File: config.mk
export PLATFORM = sky130hd
export DESIGN_NAME = pifl_top
export DESIGN_NICKNAME = d
export VERILOG_FILES = /design/src/pifl_pkg.sv /design/src/pifl_top.sv /design/src/pifl_flag_cell.sv
export SDC_FILE = /design/constraint.sdc
export NUM_CORES = 1
export LEC_CHECK = 0
export ABC_AREA = 1
export ABC_CLOCK_PERIOD_IN_PS = 3000
export BUFFER_PORTS_ARGS = -buffer_cell sky130_fd_sc_hd__buf_2
export CORE_MARGIN = 3
export CORE_UTILIZATION = 35
export DETAILED_ROUTE_END_ITERATION = 16
export MAX_ROUTING_LAYER = met4
export SLEW_MARGIN = 20
export SYNTH_ARGS = -nofsm -noshare
export SYNTH_HDL_FRONTEND = slang
export SYNTH_SLANG_ARGS = --single-unit
File: constraint.sdc
create_clock -name CLOCK -period 3 [get_ports CLOCK]
set_input_delay 0.45 -clock CLOCK [delete_from_list [all_inputs] [get_ports CLOCK]]
set_output_delay 0.45 -clock CLOCK [all_outputs]
set_load 0.02 [all_outputs]
File: src/pifl_pkg.sv
// pifl_pkg: constants, register indices, field positions and carrier types
// of the peripheral interrupt flag and enable block.
// assumes: 32-bit APB3 slave, byte address is four times a register index.
package pifl_pkg;

  localparam int PIFL_ADDR_W = 16;
  localparam int PIFL_DATA_W = 32;
  localparam int PIFL_REG_W = 8;
  localparam int PIFL_FLAG_REGS = 3;
  localparam int PIFL_PIN_COUNT = 8;
  localparam int PIFL_PINSEL_W = 3;
  localparam int PIFL_PCHG_W = 24;

  // register indices; byte address is index times four
  localparam logic [PIFL_ADDR_W-1:0] PIFL_IDX_FLAGS0 = 16'h070C;
  localparam logic [PIFL_ADDR_W-1:0] PIFL_IDX_FLAGS1 = 16'h070D;
  localparam logic [PIFL_ADDR_W-1:0] PIFL_IDX_FLAGS2 = 16'h070E;
  localparam logic [PIFL_ADDR_W-1:0] PIFL_IDX_EN0 = 16'h0716;
  localparam logic [PIFL_ADDR_W-1:0] PIFL_IDX_EN1 = 16'h0717;
  localparam logic [PIFL_ADDR_W-1:0] PIFL_IDX_EN2 = 16'h0718;
  localparam logic [PIFL_ADDR_W-1:0] PIFL_IDX_CORE = 16'h0720;
  localparam logic [PIFL_ADDR_W-1:0] PIFL_IDX_PINSEL = 16'h0721;

  // flag register 0 fields
  localparam int PIFL_F0_TMR0 = 5;
  localparam int PIFL_F0_PCHG = 4;
  localparam int PIFL_F0_EXT = 0;
  // flag register 1 fields
  localparam int PIFL_F1_CCP1 = 7;
  localparam int PIFL_F1_TMR2 = 6;
  localparam int PIFL_F1_TMR1 = 5;
  localparam int PIFL_F1_RX = 4;
  localparam int PIFL_F1_TX = 3;
  localparam int PIFL_F1_BCL = 2;
  localparam int PIFL_F1_SSP = 1;
  localparam int PIFL_F1_ADC = 0;
  // flag register 2 fields
  localparam int PIFL_F2_CCP2 = 7;
  localparam int PIFL_F2_NVM = 6;
  localparam int PIFL_F2_GATE = 5;
  // core interrupt control fields
  localparam int PIFL_CORE_GIE = 7;
  localparam int PIFL_CORE_PERIPHERAL_GROUP_ENABLE = 6;

  // hardware-settable, software-writable flag bits per flag register
  localparam logic [PIFL_REG_W-1:0] PIFL_STICKY_MASK [PIFL_FLAG_REGS] = '{8'h21, 8'hE7, 8'hE0};
  // implemented enable bits per enable register
  localparam logic [PIFL_REG_W-1:0] PIFL_EN_MASK [PIFL_FLAG_REGS] = '{8'h31, 8'hFF, 8'hE0};
  localparam logic [PIFL_REG_W-1:0] PIFL_CORE_MASK = 8'hC0;
  localparam logic [PIFL_REG_W-1:0] PIFL_REG_RESET = 8'h00;
  localparam logic [PIFL_PINSEL_W-1:0] PIFL_PINSEL_RESET = 3'h0;
  localparam logic [PIFL_DATA_W-1:0] PIFL_RDATA_ZERO = 32'h0000_0000;

  typedef enum logic [1:0] {
    PIFL_CCP_CAPTURE,
    PIFL_CCP_COMPARE,
    PIFL_CCP_PWM,
    PIFL_CCP_OFF
  } pifl_ccp_mode_t;

  // one capture/compare unit as seen by the flag logic
  typedef struct packed {
    pifl_ccp_mode_t mode;
    logic capture;
    logic match;
    logic trail_edge;
  } pifl_ccp_t;

  // single-cycle event pulses and status levels from the peripherals
  typedef struct packed {
    logic timer0_overflow;
    logic timer2_match;
    logic timer1_overflow;
    logic bus_collision;
    logic sync_serial_done;
    logic converter_done;
    logic nonvolatile_done;
    logic rx_not_empty;
    logic tx_buf_empty;
  } pifl_events_t;

  // byte address of a register index
  function automatic logic [PIFL_ADDR_W-1:0] pifl_byte_addr(input logic [PIFL_ADDR_W-1:0] idx);
    return {idx[PIFL_ADDR_W-3:0], 2'b00};
  endfunction

endpackage

File: src/pifl_top.sv
// pifl_top: peripheral interrupt flag and enable registers behind an APB3 slave.
// assumes: peripheral event pulses are synchronous to CLOCK; external pins are not.
// Functional notes
// - enables 2 holds RW bits 7,6,5 for capcomp 2, nvm, timer1 gate; reset zero.
// - no peripheral source interrupts unless the peripheral group enable is set.
// - flags 0 bit 5 sets on timer0 overflow and holds until software clears it.
// - flags 0 bit 4 is the OR of all per-pin change flags.
// - flags 0 bit 0 sets on an external event on the selected pin.
// - flags set on their events regardless of any enable bit.
// - flags 1 order ccp1,tmr2,tmr1,rx,tx,bcl,ssp,adc; serial bits read-only; other bits reset zero.
// - capcomp flags set on capture, match or pwm trailing edge per mode; sticky.
// - timer2, timer1, sync serial and converter flags are sticky until written clear.
// - rx flag at bit 4 is read-only and mirrors a non-empty receive buffer.
// - tx flag at bit 3 is read-only, high while the transmit buffer is empty.
// - bus collision flag at bit 2 sets on collision and holds until cleared.
// - flags 2 bit 6 sets when a nonvolatile operation finishes; sticky.
// - flags 2 bit 5 sets when the timer1 gate goes inactive; sticky.
// - enables 1 holds one enable bit per flags 1 bit, same order.
//
// Added by the designer: the APB slave port.
`timescale 1ns/100ps
module pifl_top (
  input wire logic CLOCK, // system clock, 250 MHz
  input wire logic SYS_RST, // synchronous reset, active high
  input wire logic CE, // clock enable, low freezes all state
  input wire logic PSEL, // apb select
  input wire logic PENABLE, // apb access phase
  input wire logic PWRITE, // apb write
  input wire logic [pifl_pkg::PIFL_ADDR_W-1:0] PADDR, // apb byte address
  input wire logic [pifl_pkg::PIFL_DATA_W-1:0] PWDATA, // apb write data
  output logic [pifl_pkg::PIFL_DATA_W-1:0] PRDATA, // apb read data
  output logic PREADY, // apb ready
  output logic PSLVERR, // apb error on unmapped address
  input wire pifl_pkg::pifl_events_t EVENTS, // peripheral events and levels
  input wire pifl_pkg::pifl_ccp_t CCP1, // capture/compare unit 1
  input wire pifl_pkg::pifl_ccp_t CCP2, // capture/compare unit 2
  input wire logic [pifl_pkg::PIFL_PCHG_W-1:0] PIN_CHANGE_FLAGS, // per-pin change flags
  input wire logic [pifl_pkg::PIFL_PIN_COUNT-1:0] EXT_PINS, // asynchronous pin levels
  input wire logic GATE_ACTIVE, // timer1 gate level, high while active
  output logic PERIPH_IRQ, // peripheral interrupt request to the core
  output logic GLOBAL_IRQ_EN // global enable bit for the core
);
  import pifl_pkg::*;

  logic [PIFL_REG_W-1:0] en_r [PIFL_FLAG_REGS];
  logic [PIFL_REG_W-1:0] core_r;
  logic [PIFL_PINSEL_W-1:0] pinsel_r;
  logic [PIFL_PIN_COUNT-1:0] pin_meta_r;
  logic [PIFL_PIN_COUNT-1:0] pin_sync_r;
  logic ext_prev_r;
  logic gate_prev_r;
  logic [PIFL_DATA_W-1:0] prdata_r;
  logic irq_r;
  logic irq_nxt;
  logic ext_cur;
  logic ext_event;
  logic gate_event;
  logic pin_change_any;
  logic rd_valid_r;
  logic wr_access;
  logic addr_mapped;
  logic [PIFL_REG_W-1:0] hw_set [PIFL_FLAG_REGS];
  logic [PIFL_REG_W-1:0] flag_q [PIFL_FLAG_REGS];
  logic [PIFL_REG_W-1:0] flag_view [PIFL_FLAG_REGS];
  logic [PIFL_REG_W-1:0] pend [PIFL_FLAG_REGS];
  logic [PIFL_FLAG_REGS-1:0] flag_wr;
  logic [PIFL_REG_W-1:0] rd_byte;

  // address hit test for one register index
  function automatic logic addr_hit(input logic [PIFL_ADDR_W-1:0] addr,
                                    input logic [PIFL_ADDR_W-1:0] idx);
    return addr == pifl_byte_addr(idx);
  endfunction

  // capture/compare event selected by the unit's mode
  function automatic logic ccp_event(input pifl_ccp_t u);
    logic ev;
    ev = 1'b0;
    case (u.mode)
      PIFL_CCP_CAPTURE: ev = u.capture;
      PIFL_CCP_COMPARE: ev = u.match;
      PIFL_CCP_PWM: ev = u.trail_edge;
      default: ev = 1'b0;
    endcase
    return ev;
  endfunction

  // apb write strobe, only while enabled
  assign wr_access = PSEL & PENABLE & PWRITE & CE;

  // address decode of every mapped register
  always_comb begin
    if (addr_hit(PADDR, PIFL_IDX_FLAGS0)) begin
      addr_mapped = 1'b1;
    end else if (addr_hit(PADDR, PIFL_IDX_FLAGS1)) begin
      addr_mapped = 1'b1;
    end else if (addr_hit(PADDR, PIFL_IDX_FLAGS2)) begin
      addr_mapped = 1'b1;
    end else if (addr_hit(PADDR, PIFL_IDX_EN0)) begin
      addr_mapped = 1'b1;
    end else if (addr_hit(PADDR, PIFL_IDX_EN1)) begin
      addr_mapped = 1'b1;
    end else if (addr_hit(PADDR, PIFL_IDX_EN2)) begin
      addr_mapped = 1'b1;
    end else if (addr_hit(PADDR, PIFL_IDX_CORE)) begin
      addr_mapped = 1'b1;
    end else if (addr_hit(PADDR, PIFL_IDX_PINSEL)) begin
      addr_mapped = 1'b1;
    end else begin
      addr_mapped = 1'b0;
    end
  end

  // write strobes to the flag registers
  assign flag_wr[0] = wr_access & addr_hit(PADDR, PIFL_IDX_FLAGS0);
  assign flag_wr[1] = wr_access & addr_hit(PADDR, PIFL_IDX_FLAGS1);
  assign flag_wr[2] = wr_access & addr_hit(PADDR, PIFL_IDX_FLAGS2);

  // two-stage synchroniser for the external pins
  always_ff @(posedge CLOCK) begin
    if (SYS_RST) begin
      pin_meta_r <= '0;
      pin_sync_r <= '0;
    end else if (CE) begin
      pin_meta_r <= EXT_PINS;
      pin_sync_r <= pin_meta_r;
    end
  end

  // rising edge on the selected external pin
  assign ext_cur = pin_sync_r[pinsel_r];
  assign ext_event = ext_cur & ~ext_prev_r;

  always_ff @(posedge CLOCK) begin
    if (SYS_RST) begin
      ext_prev_r <= 1'b0;
    end else if (CE) begin
      ext_prev_r <= ext_cur;
    end
  end

  // timer1 gate falling into the inactive state
  assign gate_event = gate_prev_r & ~GATE_ACTIVE;

  always_ff @(posedge CLOCK) begin
    if (SYS_RST) begin
      gate_prev_r <= 1'b0;
    end else if (CE) begin
      gate_prev_r <= GATE_ACTIVE;
    end
  end

  // hardware set vectors, independent of every enable
  always_comb begin
    for (int i = 0; i < PIFL_FLAG_REGS; i++) begin
      hw_set[i] = PIFL_REG_RESET;
    end
    hw_set[0][PIFL_F0_TMR0] = EVENTS.timer0_overflow;
    hw_set[0][PIFL_F0_EXT] = ext_event;
    hw_set[1][PIFL_F1_CCP1] = ccp_event(CCP1);
    hw_set[1][PIFL_F1_TMR2] = EVENTS.timer2_match;
    hw_set[1][PIFL_F1_TMR1] = EVENTS.timer1_overflow;
    hw_set[1][PIFL_F1_BCL] = EVENTS.bus_collision;
    hw_set[1][PIFL_F1_SSP] = EVENTS.sync_serial_done;
    hw_set[1][PIFL_F1_ADC] = EVENTS.converter_done;
    hw_set[2][PIFL_F2_CCP2] = ccp_event(CCP2);
    hw_set[2][PIFL_F2_NVM] = EVENTS.nonvolatile_done;
    hw_set[2][PIFL_F2_GATE] = gate_event;
  end

  // sticky flag cells where the mask marks a settable bit
  genvar gi;
  genvar gb;
  generate
    for (gi = 0; gi < PIFL_FLAG_REGS; gi++) begin : g_reg
      for (gb = 0; gb < PIFL_REG_W; gb++) begin : g_bit
        if (PIFL_STICKY_MASK[gi][gb]) begin : g_cell
          pifl_flag_cell u_cell (
            .clk(CLOCK),
            .rst(SYS_RST),
            .ce(CE),
            .set(hw_set[gi][gb]),
            .wr(flag_wr[gi]),
            .wr_val(PWDATA[gb]),
            .q(flag_q[gi][gb])
          );
        end else begin : g_none
          assign flag_q[gi][gb] = 1'b0;
        end
      end
    end
  endgenerate

  // summary of the per-pin change flags
  assign pin_change_any = |PIN_CHANGE_FLAGS;

  // software view of the flags, with the live read-only bits merged in
  always_comb begin
    for (int i = 0; i < PIFL_FLAG_REGS; i++) begin
      flag_view[i] = flag_q[i];
    end
    flag_view[0][PIFL_F0_PCHG] = pin_change_any;
    flag_view[1][PIFL_F1_RX] = EVENTS.rx_not_empty;
    flag_view[1][PIFL_F1_TX] = EVENTS.tx_buf_empty;
  end

  // enable registers, only implemented bits are kept
  always_ff @(posedge CLOCK) begin
    if (SYS_RST) begin
      for (int i = 0; i < PIFL_FLAG_REGS; i++) begin
        en_r[i] <= PIFL_REG_RESET;
      end
    end else if (wr_access) begin
      if (addr_hit(PADDR, PIFL_IDX_EN0)) begin
        en_r[0] <= PWDATA[PIFL_REG_W-1:0] & PIFL_EN_MASK[0];
      end else if (addr_hit(PADDR, PIFL_IDX_EN1)) begin
        en_r[1] <= PWDATA[PIFL_REG_W-1:0] & PIFL_EN_MASK[1];
      end else if (addr_hit(PADDR, PIFL_IDX_EN2)) begin
        en_r[2] <= PWDATA[PIFL_REG_W-1:0] & PIFL_EN_MASK[2];
      end
    end
  end

  // core interrupt control and external pin select
  always_ff @(posedge CLOCK) begin
    if (SYS_RST) begin
      core_r <= PIFL_REG_RESET;
      pinsel_r <= PIFL_PINSEL_RESET;
    end else if (wr_access) begin
      if (addr_hit(PADDR, PIFL_IDX_CORE)) begin
        core_r <= PWDATA[PIFL_REG_W-1:0] & PIFL_CORE_MASK;
      end else if (addr_hit(PADDR, PIFL_IDX_PINSEL)) begin
        pinsel_r <= PWDATA[PIFL_PINSEL_W-1:0];
      end
    end
  end

  // read data selection
  always_comb begin
    if (addr_hit(PADDR, PIFL_IDX_FLAGS0)) begin
      rd_byte = flag_view[0];
    end else if (addr_hit(PADDR, PIFL_IDX_FLAGS1)) begin
      rd_byte = flag_view[1];
    end else if (addr_hit(PADDR, PIFL_IDX_FLAGS2)) begin
      rd_byte = flag_view[2];
    end else if (addr_hit(PADDR, PIFL_IDX_EN0)) begin
      rd_byte = en_r[0];
    end else if (addr_hit(PADDR, PIFL_IDX_EN1)) begin
      rd_byte = en_r[1];
    end else if (addr_hit(PADDR, PIFL_IDX_EN2)) begin
      rd_byte = en_r[2];
    end else if (addr_hit(PADDR, PIFL_IDX_CORE)) begin
      rd_byte = core_r;
    end else if (addr_hit(PADDR, PIFL_IDX_PINSEL)) begin
      rd_byte = {{(PIFL_REG_W-PIFL_PINSEL_W){1'b0}}, pinsel_r};
    end else begin
      rd_byte = PIFL_REG_RESET;
    end
  end

  // read data held for the current read; a frozen setup edge costs one wait cycle
  always_ff @(posedge CLOCK) begin
    if (SYS_RST) begin
      rd_valid_r <= 1'b0;
    end else if (CE) begin
      rd_valid_r <= PSEL & ~PWRITE & ~(PENABLE & rd_valid_r);
    end
  end

  // read data captured at the first enabled edge of a read, low byte only
  always_ff @(posedge CLOCK) begin
    if (SYS_RST) begin
      prdata_r <= PIFL_RDATA_ZERO;
    end else if (CE && PSEL && !PWRITE && !rd_valid_r) begin
      prdata_r <= {{(PIFL_DATA_W-PIFL_REG_W){1'b0}}, rd_byte};
    end
  end

  // pending sources: flag and matching enable
  always_comb begin
    for (int i = 0; i < PIFL_FLAG_REGS; i++) begin
      pend[i] = flag_view[i] & en_r[i];
    end
  end

  // request gated by the peripheral group enable
  assign irq_nxt = core_r[PIFL_CORE_PERIPHERAL_GROUP_ENABLE] & (|pend[0] | |pend[1] | |pend[2]);

  always_ff @(posedge CLOCK) begin
    if (SYS_RST) begin
      irq_r <= 1'b0;
    end else if (CE) begin
      irq_r <= irq_nxt;
    end
  end

  // outputs
  assign PRDATA = prdata_r;
  assign PREADY = CE & (PWRITE | rd_valid_r); // zero wait unless the setup edge was frozen
  assign PSLVERR = PSEL & PENABLE & ~addr_mapped;
  assign PERIPH_IRQ = irq_r;
  assign GLOBAL_IRQ_EN = core_r[PIFL_CORE_GIE];

endmodule // pifl_top

File: src/pifl_flag_cell.sv
// pifl_flag_cell: one sticky interrupt flag, set by hardware, written by software.
// assumes: set and write strobes are on the same clock; ce low freezes the flag.
`timescale 1ns/100ps
module pifl_flag_cell (
  input wire logic clk, // system clock
  input wire logic rst, // synchronous reset, active high
  input wire logic ce, // clock enable
  input wire logic set, // hardware event pulse
  input wire logic wr, // software write strobe
  input wire logic wr_val, // value written by software
  output logic q // flag state
);

  logic q_r;
  logic q_nxt;

  // set wins over a same-cycle software write
  always_comb begin
    if (set) begin
      q_nxt = 1'b1;
    end else if (wr) begin
      q_nxt = wr_val;
    end else begin
      q_nxt = q_r;
    end
  end

  // flag storage, reset to clear
  always_ff @(posedge clk) begin
    if (rst) begin
      q_r <= 1'b0;
    end else if (ce) begin
      q_r <= q_nxt;
    end
  end

  assign q = q_r;

endmodule // pifl_flag_cell

# After elaboration in Yosys (flattened, before gate mapping)
# Memory sizes are Yosys's and may differ from the RTL's.
# Index checks and enable logic that the tools add are counted.
# classes
n_lt_le_gt_ge	1
eq_ne	12
n_mux	62
bitwise	29
n_reduce_logical	35
# op_table
op	n
== test 16 x 13 -> 1 bit (second input constant)	8
two-way mux 8 bit	10
two-way mux 1 bit	48
AND reduction 2 bit	12
OR reduction 24 bit	1
OR reduction 8 bit	3
nonzero test 2 bit	11
AND 8 bit	2
AND 1 bit	14
AND 6 x 8 -> 8 bit	1
inverter 1 bit	6
bitwise OR 1 bit	6
one-hot mux 1 bit (3 select lines)	2
== test 2 x 1 -> 1 bit (second input constant)	2
== test 2 bit (second input constant)	2
logical NOT 2 bit	2
< comparator 3 x 4 -> 1 bit (second input constant)	1
binary-select mux 1 bit (select 3 bit)	1
logical AND 1 bit	3
two-way mux 3 bit	1
AND reduction 3 bit	1
logical NOT 1 bit	2
# totals
register_bits	44
mem_bits_rw	24
in_bits	106
output_inout_bits	36
word_cells	160
memories	1
# mem_list
memory	words	word_bits	rd	rd_ports_with_merged_regs	wr	line	rtl
en_r	3	8	3	0	3	pifl_top.sv:45	logic [PIFL_REG_W-1:0] en_r [PIFL_FLAG_REGS];

# Depth between registers and ports, before layout
# Gate-level depths: netlist (run 1).
# logic_depth
ltp_word	11
depth_mapped	11
depth_no_buf	11

# By module
# A second synthesis (run 1) with hierarchy kept.
# unflattened
cells_unflattened	492
hier_area_um2	3383.2
# by_module_without_submodules
module	instances	cells_each	area_each_um2	seq_area_each_um2
pifl_top	1	393	2805.2	1081.0
pifl_flag_cell	11	9	52.6	20.0

# Worst setup path before layout (run 1)
# OpenSTA, ideal clock, no wires.
# synth_timing
path_type	input port to output port
from	input PADDR[11] in the netlist's numbering
to	output PSLVERR
t_arrival_ps	1703
t_required_ps	2550
path_slack_ps	847
path_stages	8
n_path_buf	1
cell_sequence	nand2_1 > inv_1 > nand2_1 > nor2_4 > buf_4 > nand3_1 > nand3_1 > nor4_1
# synth_via
elab_chain_cells	11
word_cells_on_any_way	18
cone_classes	eq/ne: 8; mux: 8; bitwise: 2
# synth_rtl
element	line	rtl
start, declared	pifl_top.sv:29	input wire logic [pifl_pkg::PIFL_ADDR_W-1:0] PADDR,
== test 16 x 13 -> 1 bit	pifl_top.sv:72	return addr == pifl_byte_addr(idx);
two-way mux 1 bit	pifl_top.sv:107	end else if (addr_hit(PADDR, PIFL_IDX_PINSEL)) begin
two-way mux 1 bit	pifl_top.sv:105	end else if (addr_hit(PADDR, PIFL_IDX_CORE)) begin
two-way mux 1 bit	pifl_top.sv:103	end else if (addr_hit(PADDR, PIFL_IDX_EN2)) begin
two-way mux 1 bit	pifl_top.sv:101	end else if (addr_hit(PADDR, PIFL_IDX_EN1)) begin
two-way mux 1 bit	pifl_top.sv:99	end else if (addr_hit(PADDR, PIFL_IDX_EN0)) begin
two-way mux 1 bit	pifl_top.sv:97	end else if (addr_hit(PADDR, PIFL_IDX_FLAGS2)) begin
two-way mux 1 bit	pifl_top.sv:95	end else if (addr_hit(PADDR, PIFL_IDX_FLAGS1)) begin
two-way mux 1 bit *	pifl_top.sv:93	if (addr_hit(PADDR, PIFL_IDX_FLAGS0)) begin
inverter 1 bit *	pifl_top.sv:300	assign PSLVERR = PSEL & PENABLE & ~addr_mapped;
AND 1 bit *	pifl_top.sv:300	
end, declared	pifl_top.sv:33	output logic PSLVERR,
# Every way passes the cells marked *; elsewhere a longest branch is shown, timed or not.

# Worst setup path in the final report (run 1)
# layout_timing
from	input PADDR[9] in the netlist's numbering
to	output PSLVERR
# Same word-level chain as after synthesis.

==> results of run 1 <==
==> power by group <==
part	total (mW)	switching, mW	internal [mW]	leakage [nW]
Sequential	0.859	0.0232	0.836	0.494
Clock	0.739	0.350	0.389	0.0971
Combinational	0.228	0.143	0.0849	1.25
Total	1.83	0.516	1.31	1.84
==> placed cells by master (no fill, tap or decap), types with 2 or more instances in the layout <==
master | Yosys | final
buf_2 | 3 | 93
nor2_1 | 90 | 90
nand2_1 | 82 | 82
inv_1 | 45 | 45
dfxtp_1 | 44 | 44
o21ai_0 | 32 | 32
a21oi_1 | 32 | 32
nand3_1 | 31 | 31
conb_1 | 1 | 24
edfxtp_1 | 14 | 14
nand4_1 | 12 | 12
clkbuf_8 | 0 | 9
buf_4 | 26 | 7
nor2_2 | 5 | 5
o211ai_1 | 5 | 5
inv_2 | 4 | 4
a211oi_1 | 4 | 4
nor3_1 | 4 | 4
o21ai_1 | 4 | 4
nor3_4 | 3 | 3
a31oi_1 | 3 | 3
nand3_2 | 2 | 2
a22o_1 | 2 | 2
inv_4 | 0 | 2
clkinvlp_4 | 0 | 2
inv_6 | 0 | 2
==> metrics by stage <==
step                      power [mW]  setup WS (ps)
after global routing            1.92            670
after floorplan                 1.03            847
after detailed placement        1.10            706
final                           1.83            756
after CTS                       1.85            761
after global placement          1.10            736
==> flip-flops by register name, indices dropped and copies added, names as in the netlist <==
name and cells:
PERIPH_IRQ 1, PRDATA 8, core_r 2, en_r 14, ext_prev_r 1, g.g_bit.g_cell.u_cell.q 11
gate_prev_r 1, pin_meta_r 8, pin_sync_r 8, pinsel_r 3, rd_valid_r 1
==> per-layer routing <==
metal  vias up  GRT usage [%]
met2       141           29.4
met3        13           4.60
li1       1674              -
met1      1438           22.1
met4         0           5.05
met5         -              -
==> tightest hold or removal path, stage by stage <==
cell	delay (ps)
buf_2	80
nor2_1	30
nor2_1	80
==> final timing paths <==
path                                                                  endpoint                        from  slack, ps  cells after the start
worst min register to register                      pin_sync_r[7]$_SDFFE_PP0P_  pin_sync_r[7]$_SDFFE_PP0P_        460                      2
worst max-delay path                                                   PSLVERR                    PADDR[9]        760                      9
worst min-delay path                                pin_meta_r[3]$_SDFFE_PP0P_                 EXT_PINS[3]        320                      3
worst max register to register  g_reg[0].g_bit[0].g_cell.u_cell.q$_SDFFE_PP0P_    pinsel_r[0]$_SDFFE_PP0P_       1680                      9
==> synthesized netlist by cell type (all sizes together), types with 7 or more instances <==
cell type  instances  area [µm²]
nor2              96         380
nand2             83         314
nand4             12        75.1
dfxtp             44         881
nand3             34         193
buf               29         210
edfxtp            14         420
inv               49         184
o21ai             36         180
clkbuf            10        37.5
nor3               7        68.8
a21oi             32         160
==> cell families after synthesis <==
| group | count (synthesis) | share of synthesized area, % |
|---|---|---|
| AOI/OAI and AO/OA | 83 | 13.9 |
| buffers and inverters | 89 | 13.4 |
| and+or+nand+nor | 237 | 32.7 |
| other | 1 | 0.115 |
| DFF | 58 | 39.9 |
==> final cells by class <==
cell class | count | area, µm²
inverter | 50 | 189
fill | 930 | 4940
multi-input combinational | 344 | 1610
clock buffer | 9 | 124
tap | 108 | 135
clock inverter | 7 | 75.1
timing repair buffer | 100 | 518
sequential | 58 | 1300
==> impl_metrics.json, run 1 <==
{
  "area_growth_syn_to_layout_pct": 21.2,
  "crit_chain": "buf_2, nor2_1, nand2_1, nor2_4, buf_4, nand2_2, a211oi_1, nor4_1, buf_2",
  "track_usage_pct": 18.0,
  "post_cts_buffers": 0,
  "slew_violations": 0,
  "grt_max_degree": 34,
  "ys_ff_latch": 58,
  "cts_max_level": 3,
  "rsz0062_at_grt": "false",
  "drive_gt1_share_pct": 23.9,
  "worst_slew_pin_slew_ps": 502,
  "crit_required_ps": 2550,
  "syn_inst": 468,
  "vias": 3266,
  "totalWireLength_mm": 9.24,
  "yosys_most_used_dff": "dfxtp_1",
  "instances_no_fill": 676,
  "synth_area_mm2": 0.00326,
  "post_drt_via_cell_ratio": 4.83,
  "place_congestion": 0.940,
  "cellPowerDensity_mw_per_mm2": 462,
  "skew_ps": 10.0,
  "clk_path_buf_depth": 2,
  "tritoncts": "built",
  "drt-pass1-iter-count": 4,
  "hold_buffers": 0,
  "peakVddDrop_uv": 227,
  "numClockSinks": 58,
  "cp_num_buf_inv": 3,
  "met1_length_mm": 4.14,
  "endpoint_kind": "output port",
  "nets": 669,
  "yosysSeqAreaShare_pct": 39.9,
  "cp_data_arrival_time_ps": 1790,
  "dieArea_mm2": 0.0105,
  "top_layer": "met4",
  "portBuffers": 93,
  "cpPeakStageDelay_ps": 280,
  "dp_cells": 660,
  "pin_count": 142,
  "wl_met3_um": 730,
  "die_y_um": 103,
  "status": "finished clean",
  "hp-class": "in2reg",
  "start_util_pct": 36.7,
  "utilization_pct": 44.4,
  "path_max_fanout": 11,
  "stdcell_area_mm2": 0.00395,
  "max_freq_ghz": 0.446,
  "n_antenna_cell": 0,
  "core_area_mm2": 0.00889,
  "synth.yosys.warnings": 0,
  "setup_viol": 0,
  "grt_pass1_vias": 3038,
  "grt-ovfl-total": 0,
  "wire_per_inst_um": 13.7,
  "finalCritPeriodShare_pct": 74.8,
  "synth_edf_count": 14,
  "async_flop_share_pct": 0,
  "numCtsBuffers": 9,
  "cp-start-kind": "input pin",
  "drcViolationCount": 0,
  "drv_cap": 0,
  "antenna_found_initial": 0,
  "hold_ws_ps": 320,
  "maxSlewHeadroom_pct": 66.4,
  "rows": 34,
  "setup_tns_ps": 0,
  "crit_family": "simple AND/OR/NAND/NOR gates",
  "die_width_um": 103,
  "finalHoldViolCount": 0,
  "cpMaxStageDelayCell": "nor2_4",
  "postSynthAreaPerCell_um2": 6.96,
  "p_leak_nw": 1.84,
  "finalCriticalPeriod_ps": 2240,
  "grt_pass1_wl_mm": 14.1,
  "clk_latency_ps": 350,
  "dpl_cell_area_mm2": 0.00375,
  "critPathMostFrequentCell": "buf_2",
  "dpl.hpwl_mm": 7.11,
  "antenna_left": 0,
  "ys_types": 33,
  "clkSlewWorstSetupHoldPaths_ps": 80,
  "crit_type": "in2out",
  "dr_wl_met2_mm": 4.23,
  "cts_resized": 0,
  "drtIter0Drc": 143,
  "root_buffer": "clkbuf_8"
}
(Power assumes the default switching activity.)
==> run 2: changes to the inputs <==
Settings changed: ABC_CLOCK_PERIOD_IN_PS 3000 to 1800.
Clock period 3 ns to 1.8 ns, I/O delays scaled along.
==> run 2 against run 1 <==
  * Via count is 2.3% higher
  * Die area stayed put
  * Wire length increased by 2.2%
  * First-iteration DRC count is 33% higher
  * Critical path depth shrank 2
  * Non-clock buffer count is 20 higher
  * Clock skew decreased by 0.89 ps
==> impl_metrics.json, run 2 (synthesized netlist as in run 1, its figures left out) <==
{
  "final_common_cell": "buf_2",
  "crit_required_ps": 1530,
  "grt_max_degree": 29,
  "top_register": "en_r",
  "hp-class": "in2reg",
  "drtIter0Drc": 190,
  "largest_reg_flops": 14,
  "finalCriticalPeriod_ps": 1680,
  "drive_gt1_share_pct": 26.7,
  "power_mw": 3.11,
  "antenna_left": 0,
  "drt-pass1-iter-count": 4,
  "cpPeakStageDelay_ps": 270,
  "hold_buffers": 0,
  "p_seq_share_pct": 46.1,
  "p_leak_nw": 1.96,
  "cp_num_buf_inv": 3,
  "wire_per_inst_um": 13.6,
  "crit_chain": "buf_2, buf_4, nor3_4, nand2_2, a211oi_1, nor4_2, buf_4",
  "grt_pass1_wl_mm": 14.6,
  "dieArea_mm2": 0.0105,
  "grt_pass1_vias": 3010,
  "totalWireLength_mm": 9.44,
  "clk_path_buf_depth": 2,
  "critPathMostFrequentCell": "buf_4",
  "nets": 689,
  "drcViolationCount": 0,
  "p_int_mw": 2.27,
  "rows": 34,
  "switching_share_pct": 26.8,
  "core_area_mm2": 0.00889,
  "numClockSinks": 58,
  "p_switching_uw": 834,
  "die_y_um": 103,
  "root_buffer": "clkbuf_8",
  "power.share.combinational_pct": 12.9,
  "slew_violations": 0,
  "drv_cap": 0,
  "post_drt_via_cell_ratio": 4.80,
  "start_util_pct": 36.7,
  "pin_count": 142,
  "min_from": "EXT_PINS[2]",
  "tritoncts": "built",
  "finalHoldViolCount": 0,
  "finalCritPeriodShare_pct": 93.5,
  "crit_family": "simple AND/OR/NAND/NOR gates",
  "area_growth_syn_to_layout_pct": 26.8,
  "cpMaxStageDelayCell": "nor3_4",
  "status": "finished clean",
  "crit_type": "in2out",
  "timing.rr.start": "rd_valid_r$_SDFFE_PP0P_",
  "dp_cells": 678,
  "cp-start-kind": "input pin",
  "endpoint_kind": "output port",
  "grt-ovfl-total": 0,
  "max_freq_ghz": 0.594,
  "die_width_um": 103,
  "vias": 3341,
  "rsz0062_at_grt": "false",
  "clk_latency_ps": 340,
  "startpoint": "PADDR[6]",
  "peakVddDrop_uv": 331,
  "instances_no_fill": 696,
  "final_cell_mix": "buf_2, nor2_1, nand2_1",
  "clkSlewWorstSetupHoldPaths_ps": 70,
  "skew_ps": 9.16,
  "track_usage_pct": 18.5,
  "n_antenna_cell": 0,
  "cts_max_level": 3,
  "numCtsBuffers": 9,
  "setup_viol": 0,
  "p_clk_share_pct": 41.0,
  "place_congestion": 0.911,
  "antenna_found_initial": 0,
  "r2r_slack_ps": 440,
  "path_max_fanout": 3,
  "cellPowerDensity_mw_per_mm2": 751,
  "portBuffers": 93,
  "cp_data_arrival_time_ps": 1410,
  "dpl.hpwl_mm": 7.47
}
[run 2: cell count changes in the layout (fill, tap and decap cells not counted), sizes merged]
cell,before,now
clkbuf,9,10
buf,100,120
clkinv,1,4
clkinvlp,2,1
inv,53,50
[run 2: area by class of cell]
class,count,area (µm²)
clock buffers,10,149
clock inverters,6,62.6
fillers,918,4760
inverters,50,189
multi-input cells,344,1610
flip-flops and latches,58,1300
well taps,108,135
repair buffers,120,683
[run 2: worst min-delay path: cells and delay by family]
kind | cells | cell delay (ps)
buffers and inverters | 1 | 70
AND/OR/NAND/NOR | 2 | 110
[run 2: path summary, 6_finish.rpt]
kind                           endpoint  cells after the start
max reg2reg      PRDATA[4]$_SDFFE_PP0P_                      5
max                             PSLVERR                      7
min          pin_meta_r[2]$_SDFFE_PP0P_                      3
min reg2reg  pin_sync_r[7]$_SDFFE_PP0P_                      2
[run 2: power groups by stage]
| stage | clock, mW | sequential (mW) | combinational (mW) |
|---|---|---|---|
| after floorplan | 0 | 1.45 | 0.264 |
| after global placement | 0 | 1.46 | 0.390 |
| after detailed placement | 0 | 1.46 | 0.399 |
| after CTS | 1.30 | 1.43 | 0.400 |
| after global routing | 1.36 | 1.44 | 0.454 |
| final | 1.27 | 1.43 | 0.401 |
[run 2: layer usage]
layer	share of wire (%)	routed length [µm]	up-vias	track usage, %
met3	7.5	708	13	2.77
met4	1.3	127	0	6.66
met5	0	0	-	-
li1	-	-	1714	-
met1	45	4210	1484	23.9
met2	47	4390	130	29.4
[run 2: what timing repair did]
action / in CTS / in global routing
resized for setup: 0 / 2
endpoints found under the setup margin: 0 / 1
setup buffers: 0 / 2
[run 2: through the flow]
stage	setup slack, ps	util (%)	setup TNS, ps	hold slack [ps]	instance area, µm²
2_1_floorplan	6.63	-	0	405	3350
3_5_place_dp	-9.97	43.9	-58.9	452	3900
4_1_cts	29.8	46.2	0	141	4110
6_report	118	46.5	0	152	4130
3_3_place_gp	-4.25	43.9	-8.49	448	3900
5_1_grt	2.34	46.5	0	149	4130
